### src/usart_defines.svh
`ifndef USART_DEFINES_SVH
`define USART_DEFINES_SVH

// ----------------------------------------
// register byte addresses
// ----------------------------------------
`define CMD_ADDR 32'h4009_0000
`define MODE_ADDR 32'h4009_0004
`define STAT_ADDR 32'h4009_0014
`define BAUD_ADDR 32'h4009_0020

// ----------------------------------------
// command field positions
// ----------------------------------------
`define RX_RESET_BIT 2
`define TX_RESET_BIT 3
`define RX_ON_BIT 4
`define RX_OFF_BIT 5
`define TX_ON_BIT 6
`define TX_OFF_BIT 7
`define ERR_CLEAR_BIT 8

// ----------------------------------------
// mode, status and divisor layout
// ----------------------------------------
`define SRC_SEL_LSB 4
`define OVER_BIT 19
`define STAT_RX_ON_BIT 8
`define STAT_TX_ON_BIT 9
`define MODE_RESET 3'h0
`define BAUD_RESET 16'h0000

// ----------------------------------------
// clock division counts
// ----------------------------------------
`define SYS_PRESCALE 8
`define OS_HIGH 16
`define OS_LOW 8

// ----------------------------------------
// bus answers
// ----------------------------------------
`define RESP_OKAY 2'h0
`define RESP_SLVERR 2'h2

`endif

### src/usart_pkg.sv
package usart_pkg;
   // write channel sequencing
   typedef enum logic {WR_IDLE = 1'b0, WR_RESP = 1'b1} wr_state_t;

   // one command word, decoded
   typedef struct packed {
      logic err_clear;
      logic tx_off;
      logic tx_on;
      logic rx_off;
      logic rx_on;
      logic tx_reset;
      logic rx_reset;
   } cmd_t;

   // sticky receive/transmit error flags
   typedef struct packed {
      logic brk;
      logic underrun;
      logic manchester;
      logic overrun;
      logic framing;
      logic parity;
   } err_flags_t;

   // baud source and oversampling choice
   typedef struct packed {
      logic over;
      logic [1:0] src;
   } mode_t;
endpackage
### src/baud_divider.sv
`timescale 1ns/100ps
module baud_divider #(
   parameter int WIDTH = 16
) (
   // clock and control
   input wire logic clk,
   input wire logic srst,
   input wire logic ce,
   // source ticks and divisor
   input wire logic src_tick,
   input wire logic [WIDTH-1:0] divisor,
   output logic tick
);
   logic [WIDTH-1:0] cnt_r;
   logic [WIDTH:0] seen_r;
   logic clean_r;
   logic [WIDTH-1:0] div_prev_r;

   // zero stops the output, one passes the source straight through
   wire is_off = (divisor == '0);
   wire is_bypass = (divisor == WIDTH'(1));
   wire at_end = (cnt_r >= divisor - WIDTH'(1));

   assign tick = src_tick & ~is_off & (is_bypass | at_end);

   // count source ticks, wrap on the last one
   always_ff @(posedge clk) begin
      if (srst) begin
         cnt_r <= '0;
      end else if (ce && src_tick) begin
         if (at_end || is_off || is_bypass) cnt_r <= '0;
         else cnt_r <= cnt_r + WIDTH'(1);
      end
   end

   // checking aid: source ticks since the last output tick
   always_ff @(posedge clk) begin
      if (srst) begin
         seen_r <= '0;
         clean_r <= 1'b0;
         div_prev_r <= '0;
      end else if (ce) begin
         div_prev_r <= divisor;
         if (tick) seen_r <= '0;
         else if (src_tick) seen_r <= seen_r + (WIDTH+1)'(1);
         if (divisor != div_prev_r) clean_r <= 1'b0;
         else if (tick) clean_r <= 1'b1;
      end
   end

   AST_DIV_ZERO: assert property (@(posedge clk) disable iff (srst)
      divisor == '0 |-> !tick)
      else $error("tick produced with zero divisor");
   AST_DIV_BYPASS: assert property (@(posedge clk) disable iff (srst)
      divisor == WIDTH'(1) |-> tick == src_tick)
      else $error("divisor one does not pass source");
   AST_DIV_PERIOD: assert property (@(posedge clk) disable iff (srst)
      ce && tick && divisor > WIDTH'(1) && clean_r
      && divisor == div_prev_r |-> seen_r + 1 == divisor)
      else $error("divider period differs from divisor");
endmodule

### src/sck_sync.sv
`timescale 1ns/100ps
module sck_sync (
   // clock and control
   input wire logic clk,
   input wire logic srst,
   input wire logic ce,
   // pin and result
   input wire logic pin,
   output logic rise
);
   logic s1_r;
   logic s2_r;
   logic s3_r;
   logic lvl_r;
   logic rise_r;

   // a change counts only once the last two stages agree
   wire agree = (s2_r == s3_r);
   wire rise_nxt = s2_r & s3_r & ~lvl_r;

   always_ff @(posedge clk) begin
      if (srst) begin
         s1_r <= 1'b0;
         s2_r <= 1'b0;
         s3_r <= 1'b0;
         lvl_r <= 1'b0;
         rise_r <= 1'b0;
      end else if (ce) begin
         s1_r <= pin;
         s2_r <= s1_r;
         s3_r <= s2_r;
         if (agree) lvl_r <= s3_r;
         rise_r <= rise_nxt;
      end
   end

   assign rise = rise_r;

   AST_SYNC_ONCE: assert property (@(posedge clk) disable iff (srst)
      ce && rise_r ##1 ce |-> !rise_r)
      else $error("pin edge counted twice");
   AST_SYNC_RISE: assert property (@(posedge clk) disable iff (srst)
      ce && rise_nxt |=> rise_r && lvl_r)
      else $error("agreed pin edge lost");
endmodule

### src/usart_baud_and_control.sv
`timescale 1ns/100ps
`include "usart_defines.svh"
module usart_baud_and_control
   import usart_pkg::*;
#(
   parameter int DIV_WIDTH = 16
) (
   // clock, reset, enable
   input wire logic CLK_SYS,
   input wire logic SRST,
   input wire logic CLK_EN,
   // write address channel
   input wire logic [31:0] AWADDR,
   input wire logic AWVALID,
   output logic AWREADY,
   // write data channel
   input wire logic [31:0] WDATA,
   input wire logic [3:0] WSTRB,
   input wire logic WVALID,
   output logic WREADY,
   // write response channel
   output logic [1:0] BRESP,
   output logic BVALID,
   input wire logic BREADY,
   // read address channel
   input wire logic [31:0] ARADDR,
   input wire logic ARVALID,
   output logic ARREADY,
   // read data channel
   output logic [31:0] RDATA,
   output logic [1:0] RRESP,
   output logic RVALID,
   input wire logic RREADY,
   // serial clock pin and error events
   input wire logic SCK_IN,
   input wire logic [5:0] ERR_SET,
   // receiver and transmitter control
   output logic RX_ENABLE,
   output logic TX_ENABLE,
   output logic RX_RESET,
   output logic TX_RESET,
   output logic SAMPLE_TICK,
   output logic BAUD_TICK
);

   // ----------------------------------------
   // helpers
   // ----------------------------------------

   // expand byte strobes into a bit mask
   function automatic logic [31:0] strb_mask(input logic [3:0] s);
      logic [31:0] m;
      m = '0;
      for (int i = 0; i < 4; i++) begin
         m[i*8 +: 8] = {8{s[i]}};
      end
      return m;
   endfunction

   // split a command word into its actions
   function automatic cmd_t decode_cmd(input logic [31:0] d);
      cmd_t c;
      c.rx_reset = d[`RX_RESET_BIT];
      c.tx_reset = d[`TX_RESET_BIT];
      c.rx_on = d[`RX_ON_BIT];
      c.rx_off = d[`RX_OFF_BIT];
      c.tx_on = d[`TX_ON_BIT];
      c.tx_off = d[`TX_OFF_BIT];
      c.err_clear = d[`ERR_CLEAR_BIT];
      return c;
   endfunction

   // ----------------------------------------
   // bus state
   // ----------------------------------------
   wr_state_t wr_state_r;
   logic aw_got_r;
   logic w_got_r;
   logic awready_r;
   logic wready_r;
   logic bvalid_r;
   logic [1:0] bresp_r;
   logic [31:0] awaddr_r;
   logic [31:0] wdata_r;
   logic [3:0] wstrb_r;
   logic arready_r;
   logic rvalid_r;
   logic [31:0] rdata_r;
   logic [1:0] rresp_r;

   // ----------------------------------------
   // block state
   // ----------------------------------------
   mode_t mode_r;
   logic [DIV_WIDTH-1:0] divisor_r;
   logic rx_on_r;
   logic tx_on_r;
   logic rx_reset_r;
   logic tx_reset_r;
   err_flags_t flags_r;
   logic [2:0] pre_cnt_r;
   logic [3:0] os_cnt_r;
   logic sample_r;
   logic baud_r;

   // ----------------------------------------
   // write path decode
   // ----------------------------------------
   wire aw_fire = AWVALID & awready_r;
   wire w_fire = WVALID & wready_r;
   wire wr_apply = (wr_state_r == WR_IDLE) & aw_got_r & w_got_r;
   wire [31:0] wmask = strb_mask(wstrb_r);
   wire [31:0] wbits = wdata_r & wmask;
   wire hit_cmd = (awaddr_r == `CMD_ADDR);
   wire hit_mode = (awaddr_r == `MODE_ADDR);
   wire hit_baud = (awaddr_r == `BAUD_ADDR);
   wire wr_ok = hit_cmd | hit_mode | hit_baud;
   wire cmd_go = wr_apply & hit_cmd;
   wire mode_go = wr_apply & hit_mode;
   wire baud_go = wr_apply & hit_baud;
   // masked-off lanes read as zero, so they act as "no effect"
   wire cmd_t cmd = decode_cmd(wbits);

   // merge masked bytes into the current settings
   wire [31:0] mode_word = {12'h000, mode_r.over, 13'h0000,
                            mode_r.src, 4'h0};
   wire [31:0] mode_merge = (mode_word & ~wmask) | wbits;
   wire [31:0] baud_merge = ({{(32-DIV_WIDTH){1'b0}}, divisor_r}
                             & ~wmask) | wbits;

   // ----------------------------------------
   // write channels
   // ----------------------------------------

   // address and data are taken in either order, each once
   always_ff @(posedge CLK_SYS) begin
      if (SRST) begin
         aw_got_r <= 1'b0;
         awready_r <= 1'b0;
         awaddr_r <= 32'h0000_0000;
      end else if (CLK_EN) begin
         if (aw_fire) begin
            aw_got_r <= 1'b1;
            awready_r <= 1'b0;
            awaddr_r <= AWADDR;
         end else if (wr_apply) begin
            aw_got_r <= 1'b0;
         end else begin
            awready_r <= (wr_state_r == WR_IDLE) & ~aw_got_r;
         end
      end
   end

   always_ff @(posedge CLK_SYS) begin
      if (SRST) begin
         w_got_r <= 1'b0;
         wready_r <= 1'b0;
         wdata_r <= 32'h0000_0000;
         wstrb_r <= 4'h0;
      end else if (CLK_EN) begin
         if (w_fire) begin
            w_got_r <= 1'b1;
            wready_r <= 1'b0;
            wdata_r <= WDATA;
            wstrb_r <= WSTRB;
         end else if (wr_apply) begin
            w_got_r <= 1'b0;
         end else begin
            wready_r <= (wr_state_r == WR_IDLE) & ~w_got_r;
         end
      end
   end

   // response follows both halves; unmapped or read-only gets an error
   always_ff @(posedge CLK_SYS) begin
      if (SRST) begin
         wr_state_r <= WR_IDLE;
         bvalid_r <= 1'b0;
         bresp_r <= `RESP_OKAY;
      end else if (CLK_EN) begin
         case (wr_state_r)
            WR_IDLE: begin
               if (wr_apply) begin
                  wr_state_r <= WR_RESP;
                  bvalid_r <= 1'b1;
                  bresp_r <= wr_ok ? `RESP_OKAY : `RESP_SLVERR;
               end
            end
            WR_RESP: begin
               if (BREADY) begin
                  wr_state_r <= WR_IDLE;
                  bvalid_r <= 1'b0;
               end
            end
            default: wr_state_r <= WR_IDLE;
         endcase
      end
   end

   // ----------------------------------------
   // read channel
   // ----------------------------------------
   wire ar_fire = ARVALID & arready_r;
   wire [31:0] stat_word = ({26'h0000000, flags_r})
      | (32'(rx_on_r) << `STAT_RX_ON_BIT)
      | (32'(tx_on_r) << `STAT_TX_ON_BIT);
   // the command word is write-only and reads back as zero
   wire rd_cmd = (ARADDR == `CMD_ADDR);
   wire rd_mode = (ARADDR == `MODE_ADDR);
   wire rd_stat = (ARADDR == `STAT_ADDR);
   wire rd_baud = (ARADDR == `BAUD_ADDR);
   wire rd_ok = rd_cmd | rd_mode | rd_stat | rd_baud;
   wire [31:0] rd_word = rd_mode ? mode_word :
                         rd_stat ? stat_word :
                         rd_baud ? 32'(divisor_r) : 32'h0000_0000;

   always_ff @(posedge CLK_SYS) begin
      if (SRST) begin
         arready_r <= 1'b0;
         rvalid_r <= 1'b0;
         rdata_r <= 32'h0000_0000;
         rresp_r <= `RESP_OKAY;
      end else if (CLK_EN) begin
         if (ar_fire) begin
            arready_r <= 1'b0;
            rvalid_r <= 1'b1;
            rdata_r <= rd_word;
            rresp_r <= rd_ok ? `RESP_OKAY : `RESP_SLVERR;
         end else if (rvalid_r && RREADY) begin
            rvalid_r <= 1'b0;
         end else begin
            arready_r <= ~rvalid_r;
         end
      end
   end

   // ----------------------------------------
   // settings and command actions
   // ----------------------------------------

   // disable beats enable when both arrive in one write
   wire rx_on_nxt = cmd_go & cmd.rx_off ? 1'b0 :
                    cmd_go & cmd.rx_on ? 1'b1 : rx_on_r;
   wire tx_on_nxt = cmd_go & cmd.tx_off ? 1'b0 :
                    cmd_go & cmd.tx_on ? 1'b1 : tx_on_r;
   // an event in the clearing cycle survives: set wins
   wire err_flags_t flags_nxt = (flags_r
      & ~{6{cmd_go & cmd.err_clear}}) | ERR_SET;

   always_ff @(posedge CLK_SYS) begin
      if (SRST) begin
         mode_r <= `MODE_RESET;
         divisor_r <= `BAUD_RESET;
         rx_on_r <= 1'b0;
         tx_on_r <= 1'b0;
         rx_reset_r <= 1'b0;
         tx_reset_r <= 1'b0;
         flags_r <= '0;
      end else if (CLK_EN) begin
         if (mode_go) begin
            mode_r <= {mode_merge[`OVER_BIT],
                       mode_merge[`SRC_SEL_LSB +: 2]};
         end
         if (baud_go) divisor_r <= baud_merge[DIV_WIDTH-1:0];
         rx_on_r <= rx_on_nxt;
         tx_on_r <= tx_on_nxt;
         rx_reset_r <= cmd_go & cmd.rx_reset;
         tx_reset_r <= cmd_go & cmd.tx_reset;
         flags_r <= flags_nxt;
      end
   end

   // ----------------------------------------
   // baud source selection
   // ----------------------------------------
   logic pin_rise;

   // pin edges pass three stages; the pin must run slow enough
   sck_sync u_sck_sync (
      .clk(CLK_SYS),
      .srst(SRST),
      .ce(CLK_EN),
      .pin(SCK_IN),
      .rise(pin_rise)
   );

   // free-running prescaler for the divided system clock
   wire pre_tick = (pre_cnt_r == 3'(`SYS_PRESCALE - 1));

   always_ff @(posedge CLK_SYS) begin
      if (SRST) pre_cnt_r <= 3'h0;
      else if (CLK_EN) pre_cnt_r <= pre_cnt_r + 3'h1;
   end

   // select codes 2 and 3 both take the pin
   wire src_tick = (mode_r.src == 2'h0) ? 1'b1 :
                   (mode_r.src == 2'h1) ? pre_tick : pin_rise;

   // ----------------------------------------
   // divider and oversampling
   // ----------------------------------------
   logic div_tick;

   baud_divider #(.WIDTH(DIV_WIDTH)) u_div (
      .clk(CLK_SYS),
      .srst(SRST),
      .ce(CLK_EN),
      .src_tick(src_tick),
      .divisor(divisor_r),
      .tick(div_tick)
   );

   // the oversampling count runs on across a change, so one span may be short
   wire [3:0] os_limit = mode_r.over ? 4'(`OS_LOW - 1) :
                                       4'(`OS_HIGH - 1);
   wire os_end = (os_cnt_r >= os_limit);

   always_ff @(posedge CLK_SYS) begin
      if (SRST) begin
         os_cnt_r <= 4'h0;
         sample_r <= 1'b0;
         baud_r <= 1'b0;
      end else if (CLK_EN) begin
         sample_r <= div_tick;
         baud_r <= div_tick & os_end;
         if (div_tick) os_cnt_r <= os_end ? 4'h0 : os_cnt_r + 4'h1;
      end
   end

   // ----------------------------------------
   // outputs
   // ----------------------------------------
   assign AWREADY = awready_r;
   assign WREADY = wready_r;
   assign BVALID = bvalid_r;
   assign BRESP = bresp_r;
   assign ARREADY = arready_r;
   assign RVALID = rvalid_r;
   assign RDATA = rdata_r;
   assign RRESP = rresp_r;
   assign RX_ENABLE = rx_on_r;
   assign TX_ENABLE = tx_on_r;
   assign RX_RESET = rx_reset_r;
   assign TX_RESET = tx_reset_r;
   assign SAMPLE_TICK = sample_r;
   assign BAUD_TICK = baud_r;

   // ----------------------------------------
   // checks
   // ----------------------------------------
   logic [4:0] span_r;
   logic span_ok_r;

   // sample ticks between baud ticks, valid after a quiet full span
   always_ff @(posedge CLK_SYS) begin
      if (SRST) begin
         span_r <= 5'h00;
         span_ok_r <= 1'b0;
      end else if (CLK_EN) begin
         if (baud_r) span_r <= 5'h00;
         else if (sample_r) span_r <= span_r + 5'h01;
         if (mode_go || baud_go) span_ok_r <= 1'b0;
         else if (baud_r) span_ok_r <= 1'b1;
      end
   end

   AST_RX_OFF: assert property (@(posedge CLK_SYS) disable iff (SRST)
      CLK_EN && cmd_go && cmd.rx_off |=> !RX_ENABLE)
      else $error("receiver not disabled");
   AST_RX_ON: assert property (@(posedge CLK_SYS) disable iff (SRST)
      CLK_EN && cmd_go && cmd.rx_on && !cmd.rx_off |=> RX_ENABLE)
      else $error("receiver not enabled");
   AST_TX_OFF: assert property (@(posedge CLK_SYS) disable iff (SRST)
      CLK_EN && cmd_go && cmd.tx_off |=> !TX_ENABLE)
      else $error("transmitter not disabled");
   AST_TX_ON: assert property (@(posedge CLK_SYS) disable iff (SRST)
      CLK_EN && cmd_go && cmd.tx_on && !cmd.tx_off |=> TX_ENABLE)
      else $error("transmitter not enabled");
   AST_RX_RST: assert property (@(posedge CLK_SYS) disable iff (SRST)
      CLK_EN |-> ##1 (RX_RESET == $past(cmd_go && cmd.rx_reset)))
      else $error("receiver reset pulse wrong");
   AST_TX_RST: assert property (@(posedge CLK_SYS) disable iff (SRST)
      CLK_EN |-> ##1 (TX_RESET == $past(cmd_go && cmd.tx_reset)))
      else $error("transmitter reset pulse wrong");
   AST_CLEAR: assert property (@(posedge CLK_SYS) disable iff (SRST)
      CLK_EN && cmd_go && cmd.err_clear |=> flags_r == $past(ERR_SET))
      else $error("error flags not cleared");
   AST_HOLD: assert property (@(posedge CLK_SYS) disable iff (SRST)
      CLK_EN && cmd_go && !cmd.rx_on && !cmd.rx_off && !cmd.tx_on
      && !cmd.tx_off |=> $stable(RX_ENABLE) && $stable(TX_ENABLE))
      else $error("idle command changed enables");
   AST_SAMPLE: assert property (@(posedge CLK_SYS) disable iff (SRST)
      CLK_EN && div_tick |=> SAMPLE_TICK)
      else $error("sampling tick missing");
   AST_SHARED: assert property (@(posedge CLK_SYS) disable iff (SRST)
      BAUD_TICK |-> SAMPLE_TICK)
      else $error("baud tick off the sampling grid");
   AST_SPAN: assert property (@(posedge CLK_SYS) disable iff (SRST)
      CLK_EN && BAUD_TICK && span_ok_r
      |-> span_r + 5'h01 == (mode_r.over ? 5'h08 : 5'h10))
      else $error("oversampling ratio wrong");
   AST_SRC_SYS: assert property (@(posedge CLK_SYS) disable iff (SRST)
      mode_r.src == 2'h1 && src_tick |-> pre_cnt_r == 3'h7)
      else $error("prescaled source off its count");
endmodule

### config.mk
export PLATFORM = sky130hd
export DESIGN_NAME = usart_baud_and_control
export DESIGN_NICKNAME = d
export VERILOG_FILES = /design/src/usart_pkg.sv /design/src/baud_divider.sv /design/src/sck_sync.sv /design/src/usart_baud_and_control.sv
export VERILOG_INCLUDE_DIRS = /design/src
export SDC_FILE = /design/constraint.sdc
export NUM_CORES = 1
export LEC_CHECK = 0
export BUFFER_PORTS_ARGS = -buffer_cell sky130_fd_sc_hd__clkbuf_2
export CAP_MARGIN = 10
export CORE_MARGIN = 2
export CORE_UTILIZATION = 30
export CTS_BUF_LIST = sky130_fd_sc_hd__clkbuf_2 sky130_fd_sc_hd__clkbuf_4 sky130_fd_sc_hd__clkbuf_8
export CTS_CLUSTER_DIAMETER = 120
export DETAILED_ROUTE_END_ITERATION = 16
export SYNTH_ARGS = -nofsm -noshare
export SYNTH_HDL_FRONTEND = slang
export SYNTH_HIERARCHICAL = 1
export SYNTH_SLANG_ARGS = --single-unit
### constraint.sdc
create_clock -name CLK_SYS -period 4.49 [get_ports CLK_SYS]
set_clock_uncertainty 0.1 [all_clocks]
set_input_delay 0.898 -clock CLK_SYS [delete_from_list [all_inputs] [get_ports CLK_SYS]]
set_output_delay 0.898 -clock CLK_SYS [all_outputs]
set_load 0.01 [all_outputs]
==> flow_summary.toml <==
[outcome]
status = "complete, no violations"

[floorplanning]
die_w_um = 153
dieArea_mm2 = 0.0234
die_h_um = 153
io-pin-count = 162
rows = 54
core_mm2 = 0.0218
start_util_pct = 30.5

[clocking]
cts_tree = "yes"
htree_levels = 4
ctsResizeCount = 0
cts_buffer_depth = 2
cts_buffers = 17
cts_root_buffer = "clkbuf_8"
cts.clk_slew.worst_paths_ns = 0.07
holdBufCountCts = 0
worstSkewPairLatency_ns = 0.46
clkSinkCount = 138
post_cts_buffers = 0

[sta]
tns_ns = 0
drv_slew = 0
tightestPinTransition_ns = 1.15
hold_viol = 0
finalSetupViolCount = 0
max_freq_mhz = 240
fin_crit_sh_pct = 92.8
fin_crit_ns = 4.17
grt_setup_unrepaired = "no"
slew_headroom_pct = 22.1

[hold_path]
whs_path_depth = 2
whs_endpoint = "RDATA[19]$_SDFFE_PP0P_"
min_path_type = "flop to flop"
min_from = "RDATA[19]$_SDFFE_PP0P_"

[power_and_ir_drop]
switching_power_uw = 600
pwr-share-comb_pct = 6.7
p_leak_nw = 3.17
pwr-share-clk_pct = 42.9
p_total_mw = 2.50
swShare_pct = 24.0
p_int_mw = 1.90
power_frac_seq_pct = 50.4
irDropWorstVdd_uv = 184
p_per_area_mw_per_mm2 = 316

[logic_synthesis]
synth_edf_count = 0
ys.flop_type = "dfxtp_1"
ys_seq_area_share_pct = 41.5
async_flop_share_pct = 0
synthesis.instances = 793
synth.distinct_cells = 69
syn_area_per_cell_um2 = 8.39
synth-seq-cells = 138
ys_warn_count = 6
syn_area_mm2 = 0.00666

[global_route]
grt_pass1_vias = 5460
gr-total-overflow = 0
grt_max_degree = 84
grt_pass1_wl_mm = 28.0
grt_usage_pct = 14.7
antenna_found_initial = 0

[setup_path]
cp.arrival_ns = 4.44
timing.rr.end = "os_cnt_r[2]$_SDFFE_PP0P_"
path_buf_inv = 0
cp_top_family = "simple AND/OR/NAND/NOR gates"
crit_fanout = 6
worst-r2r-cell-count = 14
critPathLaunchType = "flop"
crit_type = "flop to flop"
cpPeakStageDelay_ns = 0.62
cp.required_ns = 4.77
end_kind = "flop"
r2r_slack_ns = 0.32
worstPathCellList = "nor3_4 -> nand3_1 -> or4b_1 -> nor4_1 -> xnor2_1 -> ha_1 -> nand2_1 -> nor4_2 -> o311ai_1 -> nand3_1 -> and3b_1 -> nand2_1 -> or4b_2 -> a21oi_1"
crit_slowest_cell = "or4b_2"

[routing]
vias_per_cell = 4.76
drt_first_pass_iters = 4
ant_nets = 0
drc = 0
routedWlPerCell_um = 13.9
wirelength_mm = 16.8
drt_iter0_drc = 256
dr_total_vias = 5722

[finish]
n_fill_cell = 2293
nNetsFinal = 1049
design_area_mm2 = 0.00792
final_cell_mix = "200 x nand2_1, 138 x dfxtp_1, 127 x clkbuf_2"
diodes = 0
area_growth_pct = 18.9
final_common_cell = "nand2_1"
drive_gt1_share_pct = 21.5

[place]
hpwlAfterDp_mm = 12.6
place_area_mm2 = 0.00747
portBuffers = 128
gp_congestion = 0.783

[job]
maxCapViolCount = 0
-- metal layers --
metal | vias to the layer above | global-route usage [%] | routed length (um)
met1 | 2614 | 18.8 | 7710
met2 | 110 | 23.9 | 7900
met3 | 20 | 4.31 | 920
met5 | - | 0 | 0
met4 | 0 | 4.41 | 218
li1 | 2978 | - | -
-- final cells by class --
class / instances / area (um2) / area share (%)
inverter: 9 / 33.8 / 0.427
clock inverter: 11 / 145 / 1.83
timing repair buffer: 138 / 723 / 9.14
tap: 280 / 350 / 4.43
clock buffer: 20 / 275 / 3.48
multi-input combinational: 606 / 3630 / 45.8
sequential: 138 / 2760 / 34.9
-- Yosys cell counts (all sizes together) (2+ instances only) --
cell type,n,area share [%]
nand4,6,0.79
xor2,18,2.4
nand2b,3,0.28
o31ai,15,1.7
xnor2,12,1.6
clkbuf,29,1.6
nor3b,6,0.75
a31oi,3,0.38
and3,4,0.38
nor2,47,2.7
o21ai,9,0.68
mux2i,24,3.6
o41ai,3,0.39
nand4b,3,0.49
and4b,2,0.32
nor4b,5,0.98
inv,9,0.51
nand3,36,2.9
or4,4,0.62
buf,27,3.0
nor2b,8,0.75
dfxtp,138,42
o41a,2,0.34
a32oi,3,0.39
or3,2,0.19
nor3,13,1.1
a21oi,75,5.6
or4b,2,0.30
nor4,23,3.4
nand2,200,11
a22oi,6,0.68
a2bb2oi,3,0.39
o22ai,6,0.56
and3b,2,0.26
o21a,2,0.23
nand3b,4,0.45
ha,24,4.5
-- tightest hold or removal path, delay by kind of cell (launching register included) --
family / cells / cell delay (ns)
simple gates: 1 / 0.05
flops: 1 / 0.31
compound gates: 1 / 0.05
-- stage by stage --
stage	worst slack, ns	utilization (%)	instances	hold slack [ns]
finish	0.322	36.3	1202	0.353
global route	0.0341	36.3	1202	0.373
CTS	0.158	36.2	1201	0.354
detailed placement	0.190	34.3	1170	0.345
global placement	0.227	34.3	1170	0.341
floorplan	0.649	-	809	0.331
-- worst max-delay path by stage --
stage / startpoint / end / slack [ns] / cells past startpoint
6_report: flop / os_cnt_r[2]$_SDFFE_PP0P_ / 0.32 / 14
2_1_floorplan: flop / os_cnt_r[2]$_SDFFE_PP0P_ / 0.65 / 14
3_3_place_gp: flop / os_cnt_r[2]$_SDFFE_PP0P_ / 0.23 / 14
4_1_cts: flop / os_cnt_r[2]$_SDFFE_PP0P_ / 0.16 / 14
3_5_place_dp: flop / os_cnt_r[2]$_SDFFE_PP0P_ / 0.19 / 14
5_1_grt: flop / os_cnt_r[2]$_SDFFE_PP0P_ / 0.03 / 14
-- power groups by stage --
stage,clock [mW],sequential [mW],combinational [mW]
2_1_floorplan,0,1.29,0.106
3_3_place_gp,0,1.29,0.167
3_5_place_dp,0,1.29,0.167
4_1_cts,1.10,1.26,0.168
5_1_grt,1.16,1.27,0.188
6_report,1.07,1.26,0.167
-- logic make-up after synthesis --
group / count (synthesis) / share of synthesized area [%]
other cells: 1 / 0.0563
flops: 138 / 41.5
xor+xnor: 30 / 3.95
mux: 25 / 3.78
compound gates: 135 / 12.6
fa+ha+maj: 24 / 4.51
buf+inv: 65 / 5.09
simple gates: 375 / 28.6
(Power assumes the default switching activity.)
